### src/atc_defines.svh
`ifndef ATC_DEFINES_SVH
`define ATC_DEFINES_SVH

// trigger selector codes
`define ATC_SEL_ACQ        1'b0
`define ATC_SEL_FRM        1'b1
// trigger source codes
`define ATC_SRC_SW         2'h0
`define ATC_SRC_LINE1      2'h1
`define ATC_SRC_LINE2      2'h2
// activation codes
`define ATC_ACT_RISE       1'b0
`define ATC_ACT_FALL       1'b1
// run mode codes
`define ATC_RUN_SINGLE     1'b0
`define ATC_RUN_CONT       1'b1
// exposure mode codes
`define ATC_EXP_TIMED      1'b0
`define ATC_EXP_WIDTH      1'b1
// field widths
`define ATC_EXP_W          20
`define ATC_CNT_W          8
`define ATC_RD_W           16
// exposure duration unit: 1 us at 25 MHz
`define ATC_US_NS          1000
`define ATC_CLK_NS         40
`define ATC_US_CYC         (`ATC_US_NS / `ATC_CLK_NS)
// reset values
`define ATC_FCNT_RST       8'h01
`define ATC_EXP_RST        20'h00064

`endif

### src/atc_pkg.sv
`include "atc_defines.svh"

package atc_pkg;
	// acquisition state, one-hot
	typedef enum logic [5:0] {
		ATC_IDLE     = 6'h01,
		ATC_WAIT_ACQ = 6'h02,
		ATC_WAIT_FRM = 6'h04,
		ATC_SETUP    = 6'h08,
		ATC_EXPOSE   = 6'h10,
		ATC_READOUT  = 6'h20
	} atc_state_t;

	// settings held per trigger
	typedef struct packed {
		logic       enable;
		logic [1:0] source;
		logic       activation;
	} atc_trig_cfg_t;
endpackage

### src/atc_trig_if.sv
`timescale 1ns/1ns
`default_nettype none

// one trigger's settings and its recognised occurrence
interface atc_trig_if;
	import atc_pkg::*;
	atc_trig_cfg_t cfg;
	logic          sw_fire;
	logic          occur;
	logic          level;
	modport det (input cfg, input sw_fire, output occur, output level);
	modport ctl (output cfg, output sw_fire, input occur, input level);
endinterface

`default_nettype wire

### src/atc_trig_det.sv
`timescale 1ns/1ns
`default_nettype none

// recognises occurrences of one trigger from software or a line
module atc_trig_det
	import atc_pkg::*;
(
	// clock and reset
	input  wire logic mclk_in,
	input  wire logic rst_in,
	// line inputs
	input  wire logic [1:0] line_in,
	// trigger side
	atc_trig_if.det   trig
);
	`include "atc_defines.svh"

	logic [1:0] line_q;
	logic [1:0] line_d;
	logic       occur_q;
	logic       occur_d;
	logic       level_q;
	logic       level_d;
	logic       cur;
	logic       prev;

	// pick the chosen line; level is polarity-corrected for width exposure
	always_comb begin
		line_d  = line_in;
		cur     = (trig.cfg.source == `ATC_SRC_LINE2) ? line_in[1] : line_in[0];
		prev    = (trig.cfg.source == `ATC_SRC_LINE2) ? line_q[1] : line_q[0];
		level_d = (trig.cfg.activation == `ATC_ACT_FALL) ? ~cur : cur;
		occur_d = 1'b0;
		if (trig.cfg.source == `ATC_SRC_SW) begin
			occur_d = trig.sw_fire;
		end else if (trig.cfg.activation == `ATC_ACT_RISE) begin
			occur_d = cur & ~prev;
		end else begin
			occur_d = ~cur & prev;
		end
	end

	always_ff @(posedge mclk_in or posedge rst_in) begin
		if (rst_in) begin
			line_q  <= 2'h0;
			occur_q <= 1'b0;
			level_q <= 1'b0;
		end else begin
			line_q  <= line_d;
			occur_q <= occur_d;
			level_q <= level_d;
		end
	end

	assign trig.occur = occur_q;
	assign trig.level = level_q;
endmodule

`default_nettype wire

### src/atc_ctrl.sv
`timescale 1ns/1ns
`default_nettype none

//Function
// software command fires the selected software trigger
// line edge yields one trigger occurrence
// settings writes go to selected trigger
// software frame trigger uses exposure duration
// hardware frame trigger: timed or width
// timed mode ends after programmed duration
// width mode exposes while pulse active
// no frames before arm command
// halt when idle stops at once
// halt during frame waits for completion
// run mode: single frame or continuous
// single frame halts itself after frame
// continuous: one frame per accepted trigger
// continuous stays armed until halt
// single frame: setup each frame, no overlap
// frame triggers ignored unless waiting
// disabled trigger is generated internally
// polarity picks rising or falling edge
// count frames per acquisition-start occurrence
// halt during frame held pending
module atc_ctrl
	import atc_pkg::*;
(
	// clock and reset
	input  wire logic                 mclk_in,
	input  wire logic                 rst_in,
	// commands, one-cycle pulses
	input  wire logic                 arm_in,
	input  wire logic                 halt_in,
	input  wire logic                 sw_trig_in,
	input  wire logic                 cfg_wr_in,
	// shared trigger settings, written to the selected trigger
	input  wire logic                 trig_sel_in,
	input  wire logic                 trig_enable_in,
	input  wire logic [1:0]           trig_source_in,
	input  wire logic                 trig_activation_in,
	// global settings
	input  wire logic                 run_mode_in,
	input  wire logic                 exp_mode_in,
	input  wire logic [19:0]          exp_us_in,
	input  wire logic [7:0]           frame_count_in,
	input  wire logic [15:0]          readout_cyc_in,
	// hardware trigger lines
	input  wire logic [1:0]           line_in,
	// status and strobes
	output logic                      armed_out,
	output logic                      exposing_out,
	output logic                      frame_done_out,
	output logic                      wait_acq_out,
	output logic                      wait_frm_out
);
	`include "atc_defines.svh"

	atc_trig_if acq_if();
	atc_trig_if frm_if();

	atc_trig_det u_acq (
		.mclk_in (mclk_in),
		.rst_in  (rst_in),
		.line_in (line_in),
		.trig    (acq_if.det)
	);
	atc_trig_det u_frm (
		.mclk_in (mclk_in),
		.rst_in  (rst_in),
		.line_in (line_in),
		.trig    (frm_if.det)
	);

	atc_trig_cfg_t acq_cfg_q, acq_cfg_d, frm_cfg_q, frm_cfg_d;
	logic          sel_q, sel_d;

	// per-trigger settings; only the selected one is written
	always_comb begin
		acq_cfg_d = acq_cfg_q;
		frm_cfg_d = frm_cfg_q;
		sel_d     = sel_q;
		if (cfg_wr_in) begin
			sel_d = trig_sel_in;
			if (trig_sel_in == `ATC_SEL_ACQ) begin
				acq_cfg_d = '{trig_enable_in, trig_source_in, trig_activation_in};
			end else begin
				frm_cfg_d = '{trig_enable_in, trig_source_in, trig_activation_in};
			end
		end
	end

	always_ff @(posedge mclk_in or posedge rst_in) begin
		if (rst_in) begin
			acq_cfg_q <= '0;
			frm_cfg_q <= '0;
			sel_q     <= `ATC_SEL_FRM;
		end else begin
			acq_cfg_q <= acq_cfg_d;
			frm_cfg_q <= frm_cfg_d;
			sel_q     <= sel_d;
		end
	end

	// software command goes only to the last selected trigger
	assign acq_if.cfg     = acq_cfg_q;
	assign frm_if.cfg     = frm_cfg_q;
	assign acq_if.sw_fire = sw_trig_in & (sel_q == `ATC_SEL_ACQ);
	assign frm_if.sw_fire = sw_trig_in & (sel_q == `ATC_SEL_FRM);

	// the exposure counter ticks once per microsecond
	logic [4:0] us_div_q, us_div_d;
	logic       us_tick;

	function automatic logic [4:0] atc_div_next(input logic [4:0] v);
		return (v == 5'(`ATC_US_CYC - 1)) ? 5'h00 : 5'(v + 5'h01);
	endfunction

	atc_state_t       st_q, st_d;
	logic             pend_halt_q, pend_halt_d;
	logic             armed_q, armed_d;
	logic [19:0]      exp_q, exp_d;
	logic [15:0]      rd_q, rd_d;
	logic [7:0]       fcnt_q, fcnt_d;
	logic             done_q, done_d;
	logic             hw_width;
	logic             frm_occ;
	// internal trigger generation when a trigger is switched off
	assign frm_occ  = frm_cfg_q.enable ? frm_if.occur : 1'b1;
	assign hw_width = frm_cfg_q.enable && frm_cfg_q.source != `ATC_SRC_SW
		&& exp_mode_in == `ATC_EXP_WIDTH;
	assign us_tick  = (us_div_q == 5'(`ATC_US_CYC - 1));

	// acquisition sequence
	always_comb begin
		st_d        = st_q;
		pend_halt_d = pend_halt_q;
		armed_d     = armed_q;
		exp_d       = exp_q;
		rd_d        = rd_q;
		fcnt_d      = fcnt_q;
		done_d      = 1'b0;
		us_div_d    = (st_q == ATC_EXPOSE) ? atc_div_next(us_div_q) : 5'h00;
		case (st_q)
			ATC_IDLE: begin
				if (arm_in) begin
					armed_d = 1'b1;
					st_d    = acq_cfg_q.enable ? ATC_WAIT_ACQ : ATC_WAIT_FRM;
				end
			end
			ATC_WAIT_ACQ: begin
				if (halt_in) begin
					armed_d = 1'b0;
					st_d    = ATC_IDLE;
				end else if (acq_if.occur) begin
					fcnt_d = (frame_count_in == 8'h00) ? `ATC_FCNT_RST : frame_count_in;
					st_d   = ATC_WAIT_FRM;
				end
			end
			ATC_WAIT_FRM: begin
				if (halt_in) begin
					armed_d = 1'b0;
					st_d    = ATC_IDLE;
				end else if (frm_occ) begin
					fcnt_d = fcnt_q - 8'h01;
					st_d   = (run_mode_in == `ATC_RUN_SINGLE) ? ATC_SETUP : ATC_EXPOSE;
					exp_d  = exp_us_in;
				end
			end
			ATC_SETUP: begin
				if (halt_in) pend_halt_d = 1'b1;
				st_d = ATC_EXPOSE;
			end
			ATC_EXPOSE: begin
				if (halt_in) pend_halt_d = 1'b1;
				if (hw_width) begin
					if (!frm_if.level) st_d = ATC_READOUT;
				end else if (exp_q == 20'h00000) begin
					st_d = ATC_READOUT;
				end else if (us_tick) begin
					exp_d = exp_q - 20'h00001;
				end
				if (st_d == ATC_READOUT) rd_d = readout_cyc_in;
			end
			ATC_READOUT: begin
				if (halt_in) pend_halt_d = 1'b1;
				if (rd_q != 16'h0000) begin
					rd_d = rd_q - 16'h0001;
				end else begin
					done_d = 1'b1;
					if (pend_halt_d || run_mode_in == `ATC_RUN_SINGLE) begin
						armed_d     = 1'b0;
						pend_halt_d = 1'b0;
						st_d        = ATC_IDLE;
					end else if (acq_cfg_q.enable && fcnt_q == 8'h00) begin
						st_d = ATC_WAIT_ACQ;
					end else begin
						st_d = ATC_WAIT_FRM;
					end
				end
			end
			default: st_d = ATC_IDLE;
		endcase
	end

	always_ff @(posedge mclk_in or posedge rst_in) begin
		if (rst_in) begin
			st_q        <= ATC_IDLE;
			pend_halt_q <= 1'b0;
			armed_q     <= 1'b0;
			exp_q       <= `ATC_EXP_RST;
			rd_q        <= 16'h0000;
			fcnt_q      <= `ATC_FCNT_RST;
			done_q      <= 1'b0;
			us_div_q    <= 5'h00;
		end else begin
			st_q        <= st_d;
			pend_halt_q <= pend_halt_d;
			armed_q     <= armed_d;
			exp_q       <= exp_d;
			rd_q        <= rd_d;
			fcnt_q      <= fcnt_d;
			done_q      <= done_d;
			us_div_q    <= us_div_d;
		end
	end

	// status outputs, all registered
	always_ff @(posedge mclk_in or posedge rst_in) begin
		if (rst_in) begin
			armed_out      <= 1'b0;
			exposing_out   <= 1'b0;
			frame_done_out <= 1'b0;
			wait_acq_out   <= 1'b0;
			wait_frm_out   <= 1'b0;
		end else begin
			armed_out      <= armed_d;
			exposing_out   <= (st_d == ATC_EXPOSE);
			frame_done_out <= done_d;
			wait_acq_out   <= (st_d == ATC_WAIT_ACQ);
			wait_frm_out   <= (st_d == ATC_WAIT_FRM);
		end
	end
endmodule

`default_nettype wire

### config.mk
export PLATFORM = sky130hd
export DESIGN_NAME = atc_ctrl
export DESIGN_NICKNAME = d
export VERILOG_FILES = /design/src/atc_pkg.sv /design/src/atc_trig_if.sv /design/src/atc_trig_det.sv /design/src/atc_ctrl.sv
export VERILOG_INCLUDE_DIRS = /design/src
export SDC_FILE = /design/constraint.sdc
export NUM_CORES = 1
export LEC_CHECK = 0
export BUFFER_PORTS_ARGS = -buffer_cell sky130_fd_sc_hd__buf_4
export CORE_MARGIN = 4
export CORE_UTILIZATION = 40
export DETAILED_ROUTE_END_ITERATION = 8
export SLEW_MARGIN = 5
export SYNTH_ARGS = -nofsm -noshare
export SYNTH_HDL_FRONTEND = slang
export SYNTH_HIERARCHICAL = 1
export SYNTH_SLANG_ARGS = --single-unit
export TNS_END_PERCENT = 100
### constraint.sdc
create_clock -name mclk_in -period 2.1 [get_ports mclk_in]
set_input_delay 0.21 -clock mclk_in [delete_from_list [all_inputs] [get_ports mclk_in]]
set_output_delay 0.21 -clock mclk_in [all_outputs]
set_load 0.01 [all_outputs]
==> impl_metrics.json, run 1 <==
{
  "avgSynthCellArea_um2": 8.99,
  "finalWirelength_um": 13300,
  "start_util_pct": 41.4,
  "chipWidth_um": 115,
  "cts.sinks": 77,
  "num_io_pins": 64,
  "syn_to_final_growth_pct": 46.0,
  "grt_pass1_wl_um": 21200,
  "drtIter0Drc": 389,
  "relSlewSlack_pct": 62.1,
  "leakage_nw": 2.84,
  "crit_type": "register to register",
  "fin_crit_sh_pct": 106,
  "drv_slew": 0,
  "cts_buffers": 9,
  "grt_max_degree": 28,
  "wl_per_cell_um": 16.7,
  "track_usage_pct": 20.0,
  "grt_pass1_vias": 4425,
  "clk_latency_ns": 0.34,
  "antenna_found_initial": 0,
  "cp_data_arrival_time_ns": 2.44,
  "core_um2": 11000,
  "clockRootBuffer": "clkbuf_16",
  "finClkSkew_ns": 0.0126,
  "rsz0062_at_grt": "true",
  "die_area_um2": 13100,
  "setup_slack_ns": -0.119,
  "fin_hold_ws_ns": 0.0333,
  "clockBufferDepth": 2,
  "power.density_cell_area_nw_per_um2": 1030,
  "cts_tree": "done",
  "hold_viol_final": 0,
  "hpwlAfterDp_um": 9400,
  "viasPerCell": 5.78,
  "port_buffers": 63,
  "setup_viol": 27,
  "rows": 38,
  "nets": 714,
  "synth_area_um2": 4550,
  "max-vdd-ir-drop_mv": 0.550,
  "ant_nets": 0,
  "drt_first_pass_iters": 5,
  "yosys_warnings": 6,
  "drcViolationCount": 0,
  "end_kind": "register",
  "htreeDepth": 3,
  "violations": "negative setup slack",
  "maxCapViolCount": 0,
  "antenna_cells": 0,
  "status": "finished, violations left",
  "gp_congestion": 0.869,
  "start_kind": "register",
  "nFillCells": 936,
  "path_clk_slew_ns": 0.06,
  "grt_overflow": 0,
  "syn_nets": 571,
  "worstPathRequired_ns": 2.32,
  "finalCriticalPeriod_ns": 2.22,
  "min_path_type": "primary input to register",
  "die_h_um": 115,
  "cp_max_fo": 7,
  "synth_cells": 506,
  "timing.fmax_mhz": 451,
  "via_count": 4591,
  "worst_slew_pin_slew_ns": 0.568,
  "finalSetupTns_ns": -1.84,
  "drive_gt1_share_pct": 40.8
}
==> report_power, final <==
part	leakage, nW	internal (mW)	total [mW]	switching [mW]
sequential	0.948	1.99	2.46	0.467
combinational	1.73	1.33	2.68	1.35
clock	0.159	1.07	1.68	0.608
total	2.84	4.39	6.81	2.42
==> worst paths after layout <==
path	start	endpoint	slack (ns)	cells past startpoint
max	exp_q[0]$_DFFE_PP0P_	rd_q[9]$_DFFE_PP0P_	-0.12	8
min	line_in[0]	u_acq/line_q[0]$_DFF_PP0_	0.03	1
max reg2reg	exp_q[0]$_DFFE_PP0P_	rd_q[9]$_DFFE_PP0P_	-0.12	8
min reg2reg	us_div_q[0]$_DFF_PP0_	us_div_q[0]$_DFF_PP0_	0.49	1
max in group asynchronous	rst_in	exp_q[2]$_DFFE_PP1P_	0.92	4
min in group asynchronous	rst_in	u_acq/line_q[1]$_DFF_PP0_	0.33	3
==> critical path: stages, from the launching register on <==
cell and delay [ns]:
dfrtp_1 0.41, inv_2 0.10, ha_4 0.13, or4b_4 0.48, nor3_4 0.26, buf_6 0.14
a311o_2 0.21, nand2_4 0.11, a211o_1 0.27
==> cell usage in the layout (no fill, tap or decap), types with 12 or more instances in the layout <==
master,n
buf_4,133
dfrtp_1,71
nor2_1,60
o21ai_0,28
nand2_1,25
a21oi_1,25
nor3_1,18
buf_6,17
nand2b_1,16
a31oi_1,13
inv_1,12
o21ai_1,12
==> repair_timing <==
| action | 4_1_cts | 5_1_grt |
|---|---|---|
| pin swaps | 9 | 26 |
| endpoints found under the setup margin | 44 | 46 |
| hold buffers | 1 | 0 |
| resized for setup | 22 | 71 |
| gates cloned | 1 | 0 |
| endpoints found under the hold margin | 25 | 0 |
| setup buffers | 7 | 4 |
==> area by class of cell <==
class | instances | area (um2) | share of cell area (%)
flip-flops and latches | 77 | 1930 | 29.1
clock buffers | 11 | 243 | 3.65
well taps | 140 | 175 | 2.64
multi-input cells | 389 | 2860 | 43.1
repair buffers | 155 | 1280 | 19.3
clock inverters | 5 | 75.1 | 1.13
inverters | 17 | 73.8 | 1.11
==> registers in the layout, indices dropped and copies added, names as in the netlist, 2 cells and up <==
register / flops
us_div_q: 5
st_q: 6
rd_q: 16
fcnt_q: 8
exp_q: 20
u_acq/line_q: 2
frm_cfg_q: 4
u_frm/line_q: 2
acq_cfg_q: 4
==> through the flow <==
step	std cells	instance area [um2]	power [mW]	utilization (%)	setup WS, ns
after global placement	765	5780	4.73	52.7	-0.181
after detailed placement	765	5780	4.76	52.7	-0.190
after floorplan	506	4630	3.77	-	-0.0884
final	794	6640	6.81	60.5	-0.119
after CTS	790	6280	6.56	57.2	-0.0280
after global routing	794	6640	7.22	60.5	-0.189
==> per-layer routing <==
| metal | track usage (%) | vias to the layer above | wire length, um |
|---|---|---|---|
| met5 | 0 | - | 0 |
| met4 | 7.44 | 0 | 227 |
| met3 | 2.91 | 16 | 537 |
| met2 | 30.8 | 127 | 6300 |
| met1 | 28.4 | 2258 | 6190 |
| li1 | - | 2190 | - |
(Power assumes the default switching activity.)
==> run 2, diff against run 1 <==
--- a/config.mk
+++ b/config.mk
@@ -10,6 +10,7 @@
 export CORE_MARGIN = 4
 export CORE_UTILIZATION = 40
 export DETAILED_ROUTE_END_ITERATION = 8
+export GPL_TIMING_DRIVEN = 0
 export SLEW_MARGIN = 5
 export SYNTH_ARGS = -nofsm -noshare
 export SYNTH_HDL_FRONTEND = slang
==> impl_metrics.json, run 2 (synthesis gave the netlist of run 1 again) <==
{
  "start_util_pct": 41.4,
  "holdPathStages": 1,
  "violations": "negative setup slack",
  "antenna_found_initial": 0,
  "power.density_cell_area_nw_per_um2": 1020,
  "worstPathRequired_ns": 2.31,
  "grt_overflow": 0,
  "core_um2": 11000,
  "max-vdd-ir-drop_mv": 0.727,
  "nFillCells": 958,
  "grt_pass1_wl_um": 21500,
  "antenna_cells": 0,
  "path_clk_slew_ns": 0.06,
  "num_io_pins": 64,
  "timing.fmax_mhz": 439,
  "worst_slew_pin_slew_ns": 0.515,
  "drt_first_pass_iters": 5,
  "power_frac_clock_pct": 24.3,
  "use_met3_pct": 4.86,
  "fin_crit_sh_pct": 108,
  "htreeDepth": 3,
  "worstRegToRegCells": 9,
  "p_int_mw": 4.05,
  "min_from": "line_in[0]",
  "fin_cells": 760,
  "via_count": 4525,
  "status": "finished, violations left",
  "top_usage_layer": "met2",
  "use_met1_pct": 27.4,
  "cts.sinks": 77,
  "die_area_um2": 13100,
  "relSlewSlack_pct": 65.5,
  "hold_viol_final": 0,
  "setup_slack_ns": -0.175,
  "gp_congestion": 0.892,
  "p_comb_share_pct": 35.6,
  "total_power_mw": 6.53,
  "setup_viol": 33,
  "crit_type": "register to register",
  "ff2ff_setup_slack_ns": -0.18,
  "clockBufferDepth": 2,
  "maxCapViolCount": 0,
  "syn_to_final_growth_pct": 41.1,
  "clockRootBuffer": "clkbuf_16",
  "track_usage_pct": 20.3,
  "finClkSkew_ns": 0.00675,
  "grt_use_met2_pct": 32.1,
  "cp_data_arrival_time_ns": 2.49,
  "drive_gt1_share_pct": 36.8,
  "chipWidth_um": 115,
  "rsz0062_at_grt": "true",
  "cts_buffers": 9,
  "start_kind": "register",
  "utilization_pct": 58.4,
  "ant_nets": 0,
  "wl_per_cell_um": 17.7,
  "die_h_um": 115,
  "finalWirelength_um": 13400,
  "crit_start": "exp_q[1]$_DFFE_PP0P_",
  "reg_top3": "exp_q: 20 flops, rd_q: 16 flops, fcnt_q: 8 flops",
  "rows": 38,
  "end_kind": "register",
  "grt_pass1_vias": 4447,
  "cts_tree": "done",
  "finalCriticalPeriod_ns": 2.28,
  "power_frac_seq_pct": 40.1,
  "sw_frac_of_total_pct": 38.1,
  "drcViolationCount": 0,
  "clk_latency_ns": 0.34,
  "hpwlAfterDp_um": 8950,
  "drtIter0Drc": 302,
  "largest_reg_flops": 20,
  "p_sw_mw": 2.49,
  "top_register": "exp_q",
  "place_inst": 709,
  "leakage_nw": 2.69,
  "nets": 680,
  "drv_slew": 0,
  "final_common_cell": "buf_4",
  "mostFrequentLayoutCells": "buf_4 (89), dfrtp_1 (70), nor2_1 (60)",
  "min_path_type": "primary input to register",
  "cp_max_fo": 5,
  "port_buffers": 62,
  "viasPerCell": 5.95,
  "r2r-start": "exp_q[1]$_DFFE_PP0P_",
  "grt_max_degree": 57
}
run 2: cell count changes in the layout (fill, tap and decap cells not counted), moves of 3 or more:
cell / delta
clkbuf_1: +4
buf_4: -44
buf_12: -4
nor4_2: -3
clkbuf_2: +5
nor4_4: +4
a21oi_2: -3
run 2: layout make-up:
class | instances | area (um2) | area share [%]
sequential | 77 | 1940 | 30.2
timing repair buffer | 99 | 803 | 12.5
clock buffer | 11 | 243 | 3.78
clock inverter | 5 | 60.1 | 0.936
multi-input combinational | 389 | 2930 | 45.7
buffer | 22 | 193 | 3.00
tap | 140 | 175 | 2.73
inverter | 17 | 76.3 | 1.19
run 2: worst paths after layout:
check / to
min in group asynchronous: u_acq/trig.occur$_DFF_PP0_
max in group asynchronous: exp_q[2]$_DFFE_PP1P_
min reg2reg: sel_q$_DFFE_PP1P_
max: rd_q[15]$_DFFE_PP0P_
min: u_acq/line_q[0]$_DFF_PP0_
max reg2reg: rd_q[15]$_DFFE_PP0P_
run 2: power by group through the flow:
stage | clock network [mW] | registers [mW] | logic (mW)
after floorplan | 0 | 2.40 | 1.37
after global placement | 0 | 2.50 | 1.77
after detailed placement | 0 | 2.51 | 1.81
after CTS | 1.62 | 2.53 | 2.02
after global routing | 1.70 | 2.69 | 2.53
final | 1.59 | 2.62 | 2.33
run 2: through the flow:
step           setup slack, ns  setup TNS, ns  hold WS (ns)  cell area [um2]
6_report                -0.175          -2.82        0.0241             6420
5_1_grt                 -0.237          -5.32        0.0175             6420
4_1_cts                 -0.109          -2.10        0.0133             6040
3_5_place_dp            -0.645         -17.24         0.125             5300
3_3_place_gp             -1.06         -87.15         0.109             5270
2_1_floorplan          -0.0884         -0.777       -0.0364             4630
run 2: metal layers:
layer  vias to the layer above  share of wire, %
met2                       143                48
li1                       2128                 -
met4                         0               1.8
met5                         -                 0
met3                        22               5.5
met1                      2232                44
run 2: what timing repair did:
item	in CTS	in global routing
endpoints found under the hold margin	21	0
pin swaps	18	17
hold buffers	1	0
cloned	1	0
gates resized for setup	56	67
setup endpoints to repair	55	45
setup buffers	22	12
run 2: worst max-delay path: stages, from the launching register on:
cell and delay, ns:
dfrtp_1 0.40, inv_2 0.08, ha_4 0.14, or4b_4 0.49, nor3_4 0.23, buf_6 0.15, a311oi_4 0.14, buf_6 0.21
o31ai_4 0.21, o21ai_1 0.10
==> run 3, diff against run 2 <==
==> constraint.sdc (replaced) <==
create_clock -name mclk_in -period 2.6 [get_ports mclk_in]
set_input_delay 0.26 -clock mclk_in [delete_from_list [all_inputs] [get_ports mclk_in]]
set_output_delay 0.26 -clock mclk_in [all_outputs]
set_load 0.01 [all_outputs]
==> impl_metrics.json, run 3 (synthesis gave the netlist of run 1 again) <==
{
  "ant_nets": 0,
  "worstPathRequired_ns": 2.83,
  "power.density_cell_area_nw_per_um2": 850,
  "crit_path_top_delay_cell": "or4b_4",
  "min_path_type": "primary input to register",
  "nets": 649,
  "drt_first_pass_iters": 5,
  "cts.sinks": 77,
  "num_io_pins": 64,
  "core_um2": 11000,
  "track_usage_pct": 19.8,
  "drive_gt1_share_pct": 24.4,
  "gp_congestion": 0.882,
  "crit_buf_inv": 3,
  "worst_slew_pin_slew_ns": 0.683,
  "cp_top_family": "simple AND/OR/NAND/NOR gates",
  "via_count": 4284,
  "critPathMaxStageDelay_ns": 0.52,
  "reg_top3": "exp_q: 20 flops, rd_q: 16 flops, fcnt_q: 8 flops",
  "rsz0062_at_grt": "false",
  "clockBufferDepth": 2,
  "relSlewSlack_pct": 54.0,
  "clk_latency_ns": 0.34,
  "setup_slack_ns": 0.102,
  "grt_max_degree": 51,
  "top_register": "exp_q",
  "path_clk_slew_ns": 0.06,
  "antenna_found_initial": 0,
  "total_power_mw": 4.82,
  "maxCapViolCount": 0,
  "largest_reg_flops": 20,
  "cts_buffers": 9,
  "fin_cells": 729,
  "finalSetupTns_ns": 0,
  "port_buffers": 62,
  "chipWidth_um": 115,
  "finalCriticalPeriod_ns": 2.50,
  "die_h_um": 115,
  "cts_tree": "done",
  "fin_crit_sh_pct": 96.1,
  "place_inst": 709,
  "finClkSkew_ns": 0.00812,
  "leakage_nw": 2.40,
  "drv_slew": 0,
  "clockRootBuffer": "clkbuf_16",
  "drtIter0Drc": 284,
  "max-vdd-ir-drop_mv": 0.485,
  "start_util_pct": 41.4,
  "end_kind": "register",
  "hold_viol_final": 0,
  "rows": 38,
  "viasPerCell": 5.88,
  "status": "completed",
  "final_common_cell": "dfrtp_1",
  "htreeDepth": 3,
  "pre_cts_ws_ns": -0.254,
  "timing.fmax_mhz": 400,
  "grt_pass1_vias": 4298,
  "setup_viol": 0,
  "die_area_um2": 13100,
  "crit_type": "register to register",
  "start_kind": "register",
  "hpwlAfterDp_um": 8980,
  "finalWirelength_um": 12500,
  "cp_data_arrival_time_ns": 2.73,
  "wl_per_cell_um": 17.1,
  "syn_to_final_growth_pct": 24.6,
  "cp_cell_sequence": "inv_1 > ha_1 > or4b_4 > nor3_4 > buf_4 > a311o_2 > nand2_4 > buf_6 > o22a_1",
  "antenna_cells": 0,
  "grt_pass1_wl_um": 20900,
  "fin_hold_ws_ns": 0.0719,
  "drcViolationCount": 0,
  "cp_max_fo": 10,
  "grt_overflow": 0,
  "mostFrequentLayoutCells": "dfrtp_1 (70), buf_4 (66), nor2_1 (63)"
}
==> run 3: through the flow <==
step	utilization (%)	cell area, um2
after floorplan	-	4550
after global placement	47.3	5190
final	51.6	5670
after CTS	50.9	5600
after global routing	51.6	5670
after detailed placement	47.5	5220
==> run 3: per-layer routing <==
layer,GRT usage [%],share of wire (%),vias up
met5,0,0,-
met3,4.39,5.1,10
met4,7.13,1.2,0
met2,31.5,48,120
met1,26.7,46,2087
li1,-,-,2067
==> run 3: path summary, 6_finish.rpt <==
check,startpoint,end,slack [ns],depth (start not counted)
setup / recovery,exp_q[0]$_DFFE_PP0P_,rd_q[4]$_DFFE_PP0P_,0.10,9
hold / removal,line_in[1],u_acq/line_q[1]$_DFF_PP0_,0.07,1
setup reg to reg,exp_q[0]$_DFFE_PP0P_,rd_q[4]$_DFFE_PP0P_,0.10,9
hold reg to reg,sel_q$_DFFE_PP1P_,sel_q$_DFFE_PP1P_,0.50,2
max in group asynchronous,rst_in,exp_q[2]$_DFFE_PP1P_,1.56,4
min in group asynchronous,rst_in,u_acq/line_q[1]$_DFF_PP0_,0.35,3
==> run 3: layout make-up <==
class / instances / area [um2]
Clock buffer: 10 / 239
Buffer: 23 / 125
Multi-Input combinational cell: 389 / 2530
Sequential cell: 77 / 1940
Inverter: 17 / 67.6
Timing Repair Buffer: 67 / 526
Clock inverter: 6 / 68.8
Tap cell: 140 / 175
Fill cell: 1009 / 5310
==> run 3: power by group <==
group | total, mW | leakage (nW) | switching (mW) | internal [mW]
combinational | 1.47 | 1.30 | 0.819 | 0.650
sequential | 2.05 | 0.947 | 0.440 | 1.61
clock | 1.30 | 0.149 | 0.523 | 0.776
==> run 3: what timing repair did <==
| item | 4_1_cts | 5_1_grt |
|---|---|---|
| resized for setup | 9 | 20 |
| pin swaps | 1 | 2 |
| hold buffers | 1 | 0 |
| setup buffers | 2 | 1 |
| endpoints found under the hold margin | 26 | 0 |
| endpoints found under the setup margin | 20 | 38 |
